## config.mk

```make
export PLATFORM = sky130hd
export DESIGN_NAME = wdtc_top
export DESIGN_NICKNAME = d
export VERILOG_FILES = /design/src/wdtc_counter.v /design/src/wdtc_top.v
export VERILOG_INCLUDE_DIRS = /design/src /design/src/src
export SDC_FILE = /design/constraint.sdc
export NUM_CORES = 1
export LEC_CHECK = 0
export ABC_AREA = 1
export BUFFER_PORTS_ARGS = -buffer_cell sky130_fd_sc_hd__buf_2
export CORE_ASPECT_RATIO = 0.5
export CORE_MARGIN = 4
export CORE_UTILIZATION = 55
export CTS_BUF_LIST = sky130_fd_sc_hd__clkbuf_4 sky130_fd_sc_hd__clkbuf_8
export DETAILED_ROUTE_END_ITERATION = 6
export GPL_ROUTABILITY_DRIVEN = 1
export PLACE_DENSITY = 0.8
export SYNTH_ARGS = -nofsm -noshare
export SYNTH_HDL_FRONTEND = slang
export SYNTH_SLANG_ARGS = --single-unit
```

## constraint.sdc

```tcl
create_clock -name ref_clk -period 1.6 [get_ports ref_clk]
set_input_delay 0.24 -clock ref_clk [delete_from_list [all_inputs] [get_ports ref_clk]]
set_output_delay 0.24 -clock ref_clk [all_outputs]
set_load 0.05 [all_outputs]
```

## src/wdtc_map.vh

```
// Register map, field positions, reset values and timing counts of the
// watchdog timer control block. Included by every design file.
`ifndef WDTC_MAP_VH
`define WDTC_MAP_VH

// ********************************************************************
// Register offsets (byte addresses)
// ********************************************************************
`define WDTC_ADDR_CTRL       8'h00
`define WDTC_ADDR_IRQ_STAT   8'h04
`define WDTC_ADDR_IRQ_MASK   8'h08
`define WDTC_ADDR_LOCK       8'h0C
`define WDTC_ADDR_W          8

// ********************************************************************
// Control register fields
// ********************************************************************
`define WDTC_F_SEL_HI        10
`define WDTC_F_SEL_LO        8
`define WDTC_F_EN            7
`define WDTC_F_IRQ_EN        6
`define WDTC_F_WAKE_FLAG     5
`define WDTC_F_WAKE_EN       4
`define WDTC_F_TO_FLAG       3
`define WDTC_F_RST_FLAG      2
`define WDTC_F_RST_EN        1
`define WDTC_F_CLR           0
`define WDTC_CTRL_RESET      32'h0000_0700
`define WDTC_SEL_RESET       3'h7

// ********************************************************************
// Event status / mask fields
// ********************************************************************
`define WDTC_EV_TIMEOUT      0
`define WDTC_EV_WAKE         1
`define WDTC_EV_RESET        2
`define WDTC_EV_W            3

// ********************************************************************
// Unlock sequence and timing
// ********************************************************************
`define WDTC_UNLOCK_KEY0     8'h59
`define WDTC_UNLOCK_KEY1     8'h16
`define WDTC_UNLOCK_KEY2     8'h88
`define WDTC_CNT_W           19
`define WDTC_RST_DELAY       11'h400
`define WDTC_DLY_W           11
`define WDTC_RST_HOLD        7'h40
`define WDTC_HOLD_W          7
`define WDTC_CLR_TICKS       2'h2

`endif

```

## src/wdtc_counter.v

```verilog
// Watchdog 19-bit up-counter with interval tap and reset-delay counter.
// Assumes it runs on the watchdog clock, with clear held by the caller.
`timescale 1ns/1ns
`include "wdtc_map.vh"

module wdtc_counter (
   input  wire                     ref_clk,
   input  wire                     rst,
   input  wire                     run,
   input  wire                     clear,
   input  wire [2:0]               interval_select,
   output reg                      timeout_hit,
   output reg                      delay_done
);

   reg  [`WDTC_CNT_W-1:0]  count_q;
   reg  [`WDTC_DLY_W-1:0]  delay_q;
   reg                     armed_q;
   wire [4:0]              tap;
   wire                    reach;

   // Interval 2^(4+2*sel); reached when the counter hits exactly that value
   assign tap   = {1'b0, interval_select, 1'b0} + 5'h04;
   assign reach = (count_q == ({{(`WDTC_CNT_W-1){1'b0}}, 1'b1} << tap));

   // ********************************************************************
   // Counting
   // ********************************************************************
   always @(posedge ref_clk) begin
      if (rst || clear || !run) begin
         count_q     <= {`WDTC_CNT_W{1'b0}};
         delay_q     <= {`WDTC_DLY_W{1'b0}};
         armed_q     <= 1'b0;
         timeout_hit <= 1'b0;
         delay_done  <= 1'b0;
      end else begin
         count_q     <= count_q + 1'b1;
         timeout_hit <= reach && !armed_q;
         delay_done  <= 1'b0;
         if (reach && !armed_q) begin
            armed_q <= 1'b1;
         end
         // Delay counted separately so wrap of the main counter is harmless
         if (armed_q) begin
            if (delay_q == `WDTC_RST_DELAY - 1'b1) begin
               delay_done <= 1'b1;
               armed_q    <= 1'b0;
               delay_q    <= {`WDTC_DLY_W{1'b0}};
            end else begin
               delay_q <= delay_q + 1'b1;
            end
         end
      end
   end

endmodule

```

## src/wdtc_top.v

```verilog
// Watchdog timer control block: control register with unlock-protected settings (flags clear without unlock) on a classic
// Wishbone slave, time-out and reset logic, event interrupt.
// Assumes ref_clk is the watchdog clock, sleep_mode comes from another
// clock domain, and the chip reset logic holds rst away from this block's
// flags while it applies wdt_reset_out (so the reset flag survives).
`timescale 1ns/1ns
`include "wdtc_map.vh"

module wdtc_top (
   input  wire                     ref_clk,
   input  wire                     rst,
   input  wire                     wb_cyc_i,
   input  wire                     wb_stb_i,
   input  wire                     wb_we_i,
   input  wire [`WDTC_ADDR_W-1:0]  wb_adr_i,
   input  wire [3:0]               wb_sel_i,
   input  wire [31:0]              wb_dat_i,
   output reg  [31:0]              wb_dat_o,
   output reg                      wb_ack_o,
   input  wire                     sleep_mode,
   output reg                      timeout_irq,
   output reg                      wakeup_trigger,
   output reg                      wdt_reset_out,
   output reg                      irq
);

   reg  [2:0]              interval_select_q;
   reg                     watchdog_enable_q;
   reg                     timeout_irq_enable_q;
   reg                     wakeup_flag_q;
   reg                     wakeup_enable_q;
   reg                     timeout_flag_q;
   reg                     reset_flag_q;
   reg                     reset_enable_q;
   reg                     counter_clear_q;
   reg  [1:0]              clr_cnt_q;
   reg  [1:0]              unlock_step_q;
   reg                     unlocked_q;
   reg  [`WDTC_EV_W-1:0]   ev_stat_q;
   reg  [`WDTC_EV_W-1:0]   ev_mask_q;
   reg  [`WDTC_HOLD_W-1:0] hold_q;
   reg                     sleep_s1_q;
   reg                     sleep_s2_q;
   wire                    timeout_hit;
   wire                    delay_done;
   wire                    wr;
   wire                    rd;
   wire                    wr_lo;
   wire                    wr_hi;
   wire                    wake_evt;
   wire                    rst_evt;
   wire [`WDTC_EV_W-1:0]   ev_set;
   reg  [31:0]             ctrl_view;
   reg  [31:0]             rd_d;

   // ********************************************************************
   // Counter
   // ********************************************************************
   wdtc_counter u_counter (
      .ref_clk         (ref_clk),
      .rst             (rst),
      .run             (watchdog_enable_q),
      .clear           (counter_clear_q),
      .interval_select (interval_select_q),
      .timeout_hit     (timeout_hit),
      .delay_done      (delay_done)
   );

   // ********************************************************************
   // Bus decode
   // ********************************************************************
   // Answer one cycle after the request; ack drops the cycle after.
   // Writes land at the edge where the master samples ack high.
   assign wr    = wb_cyc_i && wb_stb_i && wb_we_i && wb_ack_o;
   assign rd    = wb_cyc_i && wb_stb_i && !wb_we_i && !wb_ack_o;
   assign wr_lo = wr && wb_sel_i[0];
   assign wr_hi = wr && wb_sel_i[1];

   assign wake_evt = timeout_hit && sleep_s2_q && timeout_irq_enable_q
                     && wakeup_enable_q;
   assign rst_evt  = delay_done && reset_enable_q;
   assign ev_set   = {rst_evt, wake_evt, timeout_hit};

   always @* begin
      ctrl_view = 32'h0000_0000;
      ctrl_view[`WDTC_F_SEL_HI:`WDTC_F_SEL_LO] = interval_select_q;
      ctrl_view[`WDTC_F_EN]        = watchdog_enable_q;
      ctrl_view[`WDTC_F_IRQ_EN]    = timeout_irq_enable_q;
      ctrl_view[`WDTC_F_WAKE_FLAG] = wakeup_flag_q;
      ctrl_view[`WDTC_F_WAKE_EN]   = wakeup_enable_q;
      ctrl_view[`WDTC_F_TO_FLAG]   = timeout_flag_q;
      ctrl_view[`WDTC_F_RST_FLAG]  = reset_flag_q;
      ctrl_view[`WDTC_F_RST_EN]    = reset_enable_q;
      ctrl_view[`WDTC_F_CLR]       = counter_clear_q;
   end

   always @* begin
      case (wb_adr_i)
         `WDTC_ADDR_CTRL:     rd_d = ctrl_view;
         `WDTC_ADDR_IRQ_STAT: rd_d = {29'h0000_0000, ev_stat_q};
         `WDTC_ADDR_IRQ_MASK: rd_d = {29'h0000_0000, ev_mask_q};
         `WDTC_ADDR_LOCK:     rd_d = {31'h0000_0000, unlocked_q};
         default:             rd_d = 32'h0000_0000;
      endcase
   end

   always @(posedge ref_clk) begin
      if (rst) begin
         wb_ack_o <= 1'b0;
         wb_dat_o <= 32'h0000_0000;
      end else begin
         wb_ack_o <= wb_cyc_i && wb_stb_i && !wb_ack_o;
         wb_dat_o <= rd ? rd_d : 32'h0000_0000;
      end
   end

   // ********************************************************************
   // Unlock sequence
   // ********************************************************************
   // Three key bytes in order unlock; any other byte or a write to
   // the lock register while unlocked locks again.
   localparam [1:0] UNL_IDLE = 2'h0;
   localparam [1:0] UNL_KEY1 = 2'h1;
   localparam [1:0] UNL_KEY2 = 2'h2;

   always @(posedge ref_clk) begin
      if (rst) begin
         unlock_step_q <= UNL_IDLE;
         unlocked_q    <= 1'b0;
      end else if (wr_lo && wb_adr_i == `WDTC_ADDR_LOCK) begin
         // Any write here relocks; only the expected key advances
         unlocked_q    <= 1'b0;
         unlock_step_q <= UNL_IDLE;
         case (unlock_step_q)
            UNL_KEY1: begin
               if (wb_dat_i[7:0] == `WDTC_UNLOCK_KEY1) begin
                  unlock_step_q <= UNL_KEY2;
               end
            end
            UNL_KEY2: begin
               if (wb_dat_i[7:0] == `WDTC_UNLOCK_KEY2) begin
                  unlocked_q <= 1'b1;
               end
            end
            default: begin
            end
         endcase
         // First key restarts the sequence from any step
         if (wb_dat_i[7:0] == `WDTC_UNLOCK_KEY0) begin
            unlock_step_q <= UNL_KEY1;
         end
      end
   end

   // ********************************************************************
   // Control register
   // ********************************************************************
   always @(posedge ref_clk) begin
      if (rst) begin
         sleep_s1_q <= 1'b0;
         sleep_s2_q <= 1'b0;
      end else begin
         sleep_s1_q <= sleep_mode;
         sleep_s2_q <= sleep_s1_q;
      end
   end

   always @(posedge ref_clk) begin
      if (rst) begin
         interval_select_q    <= `WDTC_SEL_RESET;
         watchdog_enable_q    <= 1'b0;
         timeout_irq_enable_q <= 1'b0;
         wakeup_enable_q      <= 1'b0;
         reset_enable_q       <= 1'b0;
         counter_clear_q      <= 1'b0;
         clr_cnt_q            <= 2'h0;
      end else begin
         if (wr && unlocked_q && wb_adr_i == `WDTC_ADDR_CTRL) begin
            if (wb_sel_i[1]) begin
               interval_select_q <= wb_dat_i[`WDTC_F_SEL_HI:`WDTC_F_SEL_LO];
            end
            if (wb_sel_i[0]) begin
               watchdog_enable_q    <= wb_dat_i[`WDTC_F_EN];
               timeout_irq_enable_q <= wb_dat_i[`WDTC_F_IRQ_EN];
               wakeup_enable_q      <= wb_dat_i[`WDTC_F_WAKE_EN];
               reset_enable_q       <= wb_dat_i[`WDTC_F_RST_EN];
               if (wb_dat_i[`WDTC_F_CLR]) begin
                  counter_clear_q <= 1'b1;
                  clr_cnt_q       <= `WDTC_CLR_TICKS;
               end
            end
         end else if (counter_clear_q) begin
            // Held a couple of cycles so the counter sees it, then drops
            if (clr_cnt_q == 2'h0) begin
               counter_clear_q <= 1'b0;
            end else begin
               clr_cnt_q <= clr_cnt_q - 1'b1;
            end
         end
      end
   end

   // ********************************************************************
   // Flags: set wins over write-1 clear
   // ********************************************************************
   // Reset flag is cleared only by software: the watchdog reset output
   // does not touch it, and chip logic must keep rst off this block.
   always @(posedge ref_clk) begin
      if (rst) begin
         timeout_flag_q <= 1'b0;
         reset_flag_q   <= 1'b0;
         wakeup_flag_q  <= 1'b0;
      end else begin
         if (timeout_hit) begin
            timeout_flag_q <= 1'b1;
         end else if (wr_lo && wb_adr_i == `WDTC_ADDR_CTRL &&
                      wb_dat_i[`WDTC_F_TO_FLAG]) begin
            timeout_flag_q <= 1'b0;
         end
         if (rst_evt) begin
            reset_flag_q <= 1'b1;
         end else if (wr_lo && wb_adr_i == `WDTC_ADDR_CTRL &&
                      wb_dat_i[`WDTC_F_RST_FLAG]) begin
            reset_flag_q <= 1'b0;
         end
         if (wake_evt) begin
            wakeup_flag_q <= 1'b1;
         end else if (wr_lo && wb_adr_i == `WDTC_ADDR_CTRL &&
                      wb_dat_i[`WDTC_F_WAKE_FLAG]) begin
            wakeup_flag_q <= 1'b0;
         end
      end
   end

   // ********************************************************************
   // Event status and interrupt
   // ********************************************************************
   genvar gi;
   generate
      for (gi = 0; gi < `WDTC_EV_W; gi = gi + 1) begin : g_ev
         always @(posedge ref_clk) begin
            if (rst) begin
               ev_stat_q[gi] <= 1'b0;
               ev_mask_q[gi] <= 1'b0;
            end else begin
               if (ev_set[gi]) begin
                  ev_stat_q[gi] <= 1'b1;
               end else if (wr_lo && wb_adr_i == `WDTC_ADDR_IRQ_STAT &&
                            wb_dat_i[gi]) begin
                  ev_stat_q[gi] <= 1'b0;
               end
               if (wr_lo && wb_adr_i == `WDTC_ADDR_IRQ_MASK) begin
                  ev_mask_q[gi] <= wb_dat_i[gi];
               end
            end
         end
      end
   endgenerate

   // ********************************************************************
   // Outputs
   // ********************************************************************
   always @(posedge ref_clk) begin
      if (rst) begin
         timeout_irq    <= 1'b0;
         wakeup_trigger <= 1'b0;
         irq            <= 1'b0;
      end else begin
         timeout_irq    <= timeout_flag_q && timeout_irq_enable_q;
         wakeup_trigger <= wakeup_enable_q && timeout_flag_q
                           && timeout_irq_enable_q;
         irq            <= |(ev_stat_q & ev_mask_q);
      end
   end

   // Reset pulse: exactly 64 clocks, re-armed only by a new event
   always @(posedge ref_clk) begin
      if (rst) begin
         hold_q        <= {`WDTC_HOLD_W{1'b0}};
         wdt_reset_out <= 1'b0;
      end else if (rst_evt) begin
         hold_q        <= `WDTC_RST_HOLD - 1'b1;
         wdt_reset_out <= 1'b1;
      end else if (hold_q != {`WDTC_HOLD_W{1'b0}}) begin
         hold_q <= hold_q - 1'b1;
      end else begin
         wdt_reset_out <= 1'b0;
      end
   end

endmodule

```

# [Word level (Yosys, flattened, before mapping)]
# Index checks and enable logic that the tools add are counted.
[word_totals] ff_bits=101 input_bits=50 output_inout_bits=37 word_cells=145
[classes] addsub=5 n_eq_ne=14 shift=1 muxes=37 bitwise=3 n_reduce_logical=52
[op_table] op="$pmux W11 S4" count=1
[op_table] op="$logic_and A1 B1 Y1" count=27
[op_table] op="$mux W1" count=25
[op_table] op="$add A19 B1 Y19 const B" count=1
[op_table] op="$eq A19 B19 Y1" count=1
[op_table] op="$shl A1 B5 Y19 const A" count=1
[op_table] op="$eq A8 B4 Y1 const B" count=2
[op_table] op="$mux W2" count=8
[op_table] op="$reduce_bool A2 Y1" count=8
[op_table] op="$mux W6" count=2
[op_table] op="$add A11 B1 Y11 const B" count=1
[op_table] op="$eq A11 B10 Y1 const B" count=1
[op_table] op="$mux W11" count=1
[op_table] op="$eq A8 B3 Y1 const B" count=1
[op_table] op="$eq A8 B5 Y1 const B" count=1
[op_table] op="$eq A8 B7 Y1 const B" count=1
[op_table] op="$eq A8 B8 Y1 const B" count=1
[op_table] op="$logic_not A8 Y1" count=1
[op_table] op="$ne A2 B2 Y1 const B" count=4
[op_table] op="$reduce_bool A7 Y1" count=1
[op_table] op="$sub A7 B1 Y7 const B" count=1
[op_table] op="$reduce_and A2 Y1" count=3
[op_table] op="$reduce_or A2 Y1" count=3
[op_table] op="$add A4 B3 Y5 const B" count=1
[op_table] op="10 further kinds" count=15

# [Depth between registers and ports, before layout]
[logic_depth] ltp_word=8 ltp_mapped=11 depth_no_buf=11

# [Modules after synthesis]
# Synthesis repeated with hierarchy kept, for this count alone.
[hier_totals] cells_unflattened=563 hier_area_um2=4001.3
[modules_own_cells] module="wdtc_top" instances=1 cells_each=298 area_each_um2=2247.2
[modules_own_cells] module="wdtc_counter" instances=1 cells_each=265 area_each_um2=1754.2

# [Worst setup path before layout]
# OpenSTA, ideal clock, no wires.
[synth_timing] path_type="reg2reg" start="register wb_ack_o" end="register reset_enable_q" setup_ps=119 arrival_ps=1522 setup_slack_ps=-41 stages_incl_launch_ff=6 n_path_buf=0 synth_period_minus_slack_ps=1641 path_cell_list="dfxtp_1 > nand2_1 > nor3b_4 > nand3_4 > o21ai_0 > a21oi_1"
[synth_via] elab_chain_cells=4
[synth_lines] item="start: declaration" line_no="wdtc_top.v:19" text="output reg wb_ack_o,"
[synth_lines] item="start signal: assignment" line_no="wdtc_top.v:112" text="wb_ack_o <= wb_cyc_i && wb_stb_i && !wb_ack_o;"
[synth_lines] item="$logic_and A1 B1 Y1" line_no="wdtc_top.v:74" text="assign wr = wb_cyc_i && wb_stb_i && wb_we_i && wb_ack_o;"
[synth_lines] item="$logic_and A1 B1 Y1" line_no="wdtc_top.v:178" text="if (wr && unlocked_q && wb_adr_i == `WDTC_ADDR_CTRL) begin"
[synth_lines] item="$logic_and A1 B1 Y1 (no line)"
[synth_lines] item="$reduce_and A2 Y1 (no line)"
[synth_lines] item="end signal: assignment" line_no="wdtc_top.v:186" text="reset_enable_q <= wb_dat_i[`WDTC_F_RST_EN];"
[synth_lines] item="end: declaration" line_no="wdtc_top.v:34" text="reg reset_enable_q;"
# Every way passes these cells.
# A chain may end at the register's enable or synchronous reset.

# [Worst setup path in the final report]
[layout_timing] start="register interval_select_q[1]" end="register u_counter.armed_q"
[layout_via] elab_chain_cells=7
[layout_lines] item="start: declaration" line_no="wdtc_top.v:27" text="reg [2:0] interval_select_q;"
[layout_lines] item="start signal: assignment" line_no="wdtc_top.v:170" text="interval_select_q <= `WDTC_SEL_RESET;"
[layout_lines] item="start signal: assignment" line_no="wdtc_top.v:180" text="interval_select_q <= wb_dat_i[`WDTC_F_SEL_HI:`WDTC_F_SEL_LO];"
[layout_lines] item="$add A4 B3 Y5 (*)" line_no="wdtc_counter.v:23" text="assign tap = {1'b0, interval_select, 1'b0} + 5'h04;"
[layout_lines] item="$shl A1 B5 Y19 (*)" line_no="wdtc_counter.v:24" text="assign reach = (count_q == ({{(`WDTC_CNT_W-1){1'b0}}, 1'b1} << tap));"
[layout_lines] item="$eq A19 B19 Y1 (*)" line_no="wdtc_counter.v:24"
[layout_lines] item="$logic_and A1 B1 Y1 (*)" line_no="wdtc_counter.v:40" text="if (reach && !armed_q) begin"
[layout_lines] item="$mux W1 (*)" line_no="wdtc_counter.v:40"
[layout_lines] item="$mux W1" line_no="wdtc_counter.v:45" text="if (delay_q == `WDTC_RST_DELAY - 1'b1) begin"
[layout_lines] item="$mux W1 (*)" line_no="wdtc_counter.v:44" text="if (armed_q) begin"
[layout_lines] item="end signal: assignment" line_no="wdtc_counter.v:33" text="armed_q <= 1'b0;"
[layout_lines] item="end signal: assignment" line_no="wdtc_counter.v:41" text="armed_q <= 1'b1;"
[layout_lines] item="end signal: assignment" line_no="wdtc_counter.v:47" text="armed_q <= 1'b0;"
[layout_lines] item="end: declaration" line_no="wdtc_counter.v:18" text="reg armed_q;"
# Mark *: on every way between the ends. The rest lies on a longest branch, timed or not.

==> results.txt <==
The floorplan has 21 rows. The count of inserted antenna diode cells was 0. The tools report the leakage power summed over all cells as 0.00196 uW. For the worst relative slew slack, the log shows 0.644. The detailed router placed 3641 vias in this run. The clock passes through at most 2 buffers. The logs give 0 for the post-cts hold buffer count and 14400 um for the global-route wire length before repair. The slew of the pin with the lowest slew margin is 533 ps, and the TritonCTS buffer count is 9. The arrival time reported for the critical path endpoint came out at 1810 ps.

The placer's final routability congestion estimate came out at 0.931. Including well taps, the total number of placed cells is 702. Counting flops and latches in the post-synthesis netlist gives 80. The core outline area was 6910 um2; the maximum clock rate was 673 MHz. Summing all multi-input logic gate instances after layout gives 2100 um2.

The pin count of the biggest net entering global routing was 18; the number of synthesized flops with an enable pin was 0. The worst-case vdd ir drop was 0.421 mV; the worst-path maximum fanout was 8. Ratio of final minimum period to clock period: 0.929. The pre-antenna-repair detailed-routing pass consisted of 4 iterations. The filler cells instantiated in the layout total 623.

Final hold analysis gives a worst-case slack of 58.2 ps. The height of the chip is 68.7 um, and the areal power density over the cells is 927 nW/um2. The clock drives 80 sinks. The area of the die is 8890 um2, and the area fraction of the dominant cell type after synthesis is 0.395. In this run the mean area of a mapped cell was 7.16 um2. The flow ran to the end, and the final reports show no timing, DRC or antenna violations. The run gives 0 as the number of design rule violations left after detail routing.

The first routing iteration left 267 violations. The total routed wirelength was 8760 um. After detailed routing, the average wire length per cell comes to 12.2 um. The worst hold path was traced through 3 stages. TritonCTS built the clock tree. The category of the most critical setup path was reg2reg.

The most used flip-flop cell after synthesis is sky130_fd_sc_hd__dfxtp_1. The tools report the startpoint kind of the worst setup timing path as a flop. The run gives 719 as the count of non-filler cells in the finished layout. For the number of hold violations in the final report, the log shows 0. The tool flagged a number of max-cap violations equal to 0. The worst register-to-register path has a setup slack of 110 ps.

The run gives 0.587 as the initial cell density of the core. The I/O pin total came out at 87. The number of nets with antenna violations after routing came out at 0. For the net count reported at finish, the log shows 678. The initial antenna violation count came out at 0. The wire-length estimate of the detail-placed layout is 6490 um.

Time the worst path needs with I/O delays and setup: 1490 ps. The number of global-route vias before repair was 3222; the count of cells along the worst register-to-register path was 11. From synthesis to final layout, the design area changed by 12.7%. The library cell with the largest summed area after synthesis is sky130_fd_sc_hd__dfxtp_1. Ranked by total cell area, the synthesized netlist is headed by sky130_fd_sc_hd__dfxtp_1 39%, sky130_fd_sc_hd__nand2_1 10%, sky130_fd_sc_hd__nor2_1 7.2%.

The logs give 4060 um2 for the netlist area before placement and 0 for the number of slew-limit violations in the final report. For the sequential cell area in the final layout, the log shows 1610 um2. Cell at the root of the clock tree: sky130_fd_sc_hd__clkbuf_8. The distinct cell type count of the synthesized netlist was 39. The via count normalized by instance count is 5.06.

Setup violations remaining at the end of the flow were counted as 0. The clock-pin slew on the worst setup and hold paths is 100 ps. The sort of element at the end of the critical path was a flop.

Input and output buffers added on the ports amount to 42. The async set-reset flop share out of synthesis works out to 0. The die is 129 um wide. The number of warnings issued by yosys is 0, and the CTS H-tree depth is 3.

The type of the tightest min-delay check is in2reg. The number of instances in the synthesized netlist came out at 566. The run gives 0.661 as the final core utilization. Sequential-to-total area share from yosys stat: 0.395.

The total global routing track utilization is 0.208. The required time at the endpoint of the critical path was 1920 ps; the clock latency of the later-clocked register in the worst-skew pair was 380 ps. On the final layout, the worst clock skew is 11.2 ps. The fraction of layout instances using a drive strength above 1 was 0.177. The tools report the total grt overflow as 0.
## through the flow
step	total power (uW)	setup slack, ps	setup TNS (ps)	instance area (um2)
after floorplan	2650	141	0	4130
after global placement	2720	88.9	0	4340
after detailed placement	2740	74.9	0	4340
after CTS	4210	40.5	0	4530
after global routing	4460	-48.3	-115	4570
final	4230	113	0	4570
## sequential cells by signal (all words and copies together), names as in the netlist, 2 cells and up
| register | flops |
|---|---|
| hold_q | 7 |
| interval_select_q | 3 |
| unlock_step_q | 2 |
| u_counter.count_q | 19 |
| clr_cnt_q | 2 |
| ev_stat_q | 3 |
| wb_dat_o | 11 |
| u_counter.delay_q | 11 |
| ev_mask_q | 3 |
## critical path, stage by stage (launching register included)
cell                      delay, ps
sky130_fd_sc_hd__dfxtp_2        340
sky130_fd_sc_hd__ha_4           280
sky130_fd_sc_hd__inv_2           60
sky130_fd_sc_hd__nor2_4         200
sky130_fd_sc_hd__nand2_1         90
sky130_fd_sc_hd__nand2_1         60
sky130_fd_sc_hd__nand2_1         50
sky130_fd_sc_hd__nor2_1          90
sky130_fd_sc_hd__nand2_1         50
sky130_fd_sc_hd__nor2_1          80
sky130_fd_sc_hd__nand2_1         80
sky130_fd_sc_hd__nand2_1         50
## report_power, final
part	total (uW)	internal, uW	switching (uW)
Combinational	640	191	449
Clock	1480	612	870
Sequential	2110	2060	53.8
## repair_timing
action,in CTS,in global routing
endpoints found under the setup margin,2,8
setup buffers,0,1
pin swaps,0,2
resized for setup,1,10
## cell usage in the layout (no fill, tap or decap), types with 3 or more instances in the layout
cell type / instances
sky130_fd_sc_hd__o21ai_0: 32
sky130_fd_sc_hd__nand2_1: 112
sky130_fd_sc_hd__inv_6: 3
sky130_fd_sc_hd__a21oi_1: 35
sky130_fd_sc_hd__ha_1: 5
sky130_fd_sc_hd__clkbuf_8: 9
sky130_fd_sc_hd__buf_2: 42
sky130_fd_sc_hd__conb_1: 21
sky130_fd_sc_hd__inv_1: 71
sky130_fd_sc_hd__xor2_1: 7
sky130_fd_sc_hd__nor3_1: 17
sky130_fd_sc_hd__nor3_4: 3
sky130_fd_sc_hd__buf_4: 10
sky130_fd_sc_hd__nor2_4: 5
sky130_fd_sc_hd__nand2_2: 5
sky130_fd_sc_hd__nand3_2: 3
sky130_fd_sc_hd__dfxtp_2: 4
sky130_fd_sc_hd__inv_8: 3
sky130_fd_sc_hd__nor2_1: 75
sky130_fd_sc_hd__nor2_2: 5
sky130_fd_sc_hd__nand2_4: 5
sky130_fd_sc_hd__dfxtp_1: 76
sky130_fd_sc_hd__nand4_1: 11
sky130_fd_sc_hd__nor3_2: 3
sky130_fd_sc_hd__nand3_1: 41
## final cells by class
type,instances,area share
inverters,73,0.0600
repair buffers,52,0.0624
well taps,92,0.0252
flip-flops and latches,80,0.352
multi-input cells,406,0.459
clock buffers,9,0.0271
clock inverters,7,0.0148
## path summary, 6_finish.rpt
path / from / endpoint
max: interval_select_q[1] / u_counter.armed_q
max reg2reg: interval_select_q[1] / u_counter.armed_q
min: sleep_mode / sleep_s1_q
min reg2reg: sleep_s1_q / sleep_s2_q
## cell families after synthesis
family	count (synthesis)	synth area share
DFF	80	0.395
other	1	0.000925
AOI/OAI and AO/OA	78	0.105
buffers and inverters	100	0.114
xor gates and xnor gates	8	0.0173
and+or+nand+nor	293	0.350
adders and majority gates	6	0.0185
## cell usage after synthesis (2+ instances only)
cell / count
sky130_fd_sc_hd__nand2_1: 112
sky130_fd_sc_hd__a31oi_1: 2
sky130_fd_sc_hd__clkbuf_1: 2
sky130_fd_sc_hd__nor2_1: 78
sky130_fd_sc_hd__nor2_2: 3
sky130_fd_sc_hd__nand2_4: 5
sky130_fd_sc_hd__nand3_2: 2
sky130_fd_sc_hd__nor3_2: 3
sky130_fd_sc_hd__o211a_1: 2
sky130_fd_sc_hd__ha_1: 6
sky130_fd_sc_hd__a21oi_2: 2
sky130_fd_sc_hd__nand3_1: 42
sky130_fd_sc_hd__nor2_4: 4
sky130_fd_sc_hd__o21ai_0: 33
sky130_fd_sc_hd__nor3_1: 17
sky130_fd_sc_hd__buf_4: 22
sky130_fd_sc_hd__buf_2: 3
sky130_fd_sc_hd__a21oi_1: 35
sky130_fd_sc_hd__nand2_2: 5
sky130_fd_sc_hd__xor2_1: 7
sky130_fd_sc_hd__inv_1: 72
sky130_fd_sc_hd__dfxtp_1: 80
sky130_fd_sc_hd__nand4_1: 11
sky130_fd_sc_hd__nor3_4: 3
## metal layers
layer | track usage | up-vias | part of all wire
met5 | 0 | - | 0
li1 | - | 1893 | -
met4 | 0.0907 | 0 | 0.020
met3 | 0.0669 | 16 | 0.081
met1 | 0.251 | 1625 | 0.46
met2 | 0.349 | 107 | 0.44
Note: power is estimated with default switching activity, not from simulation.
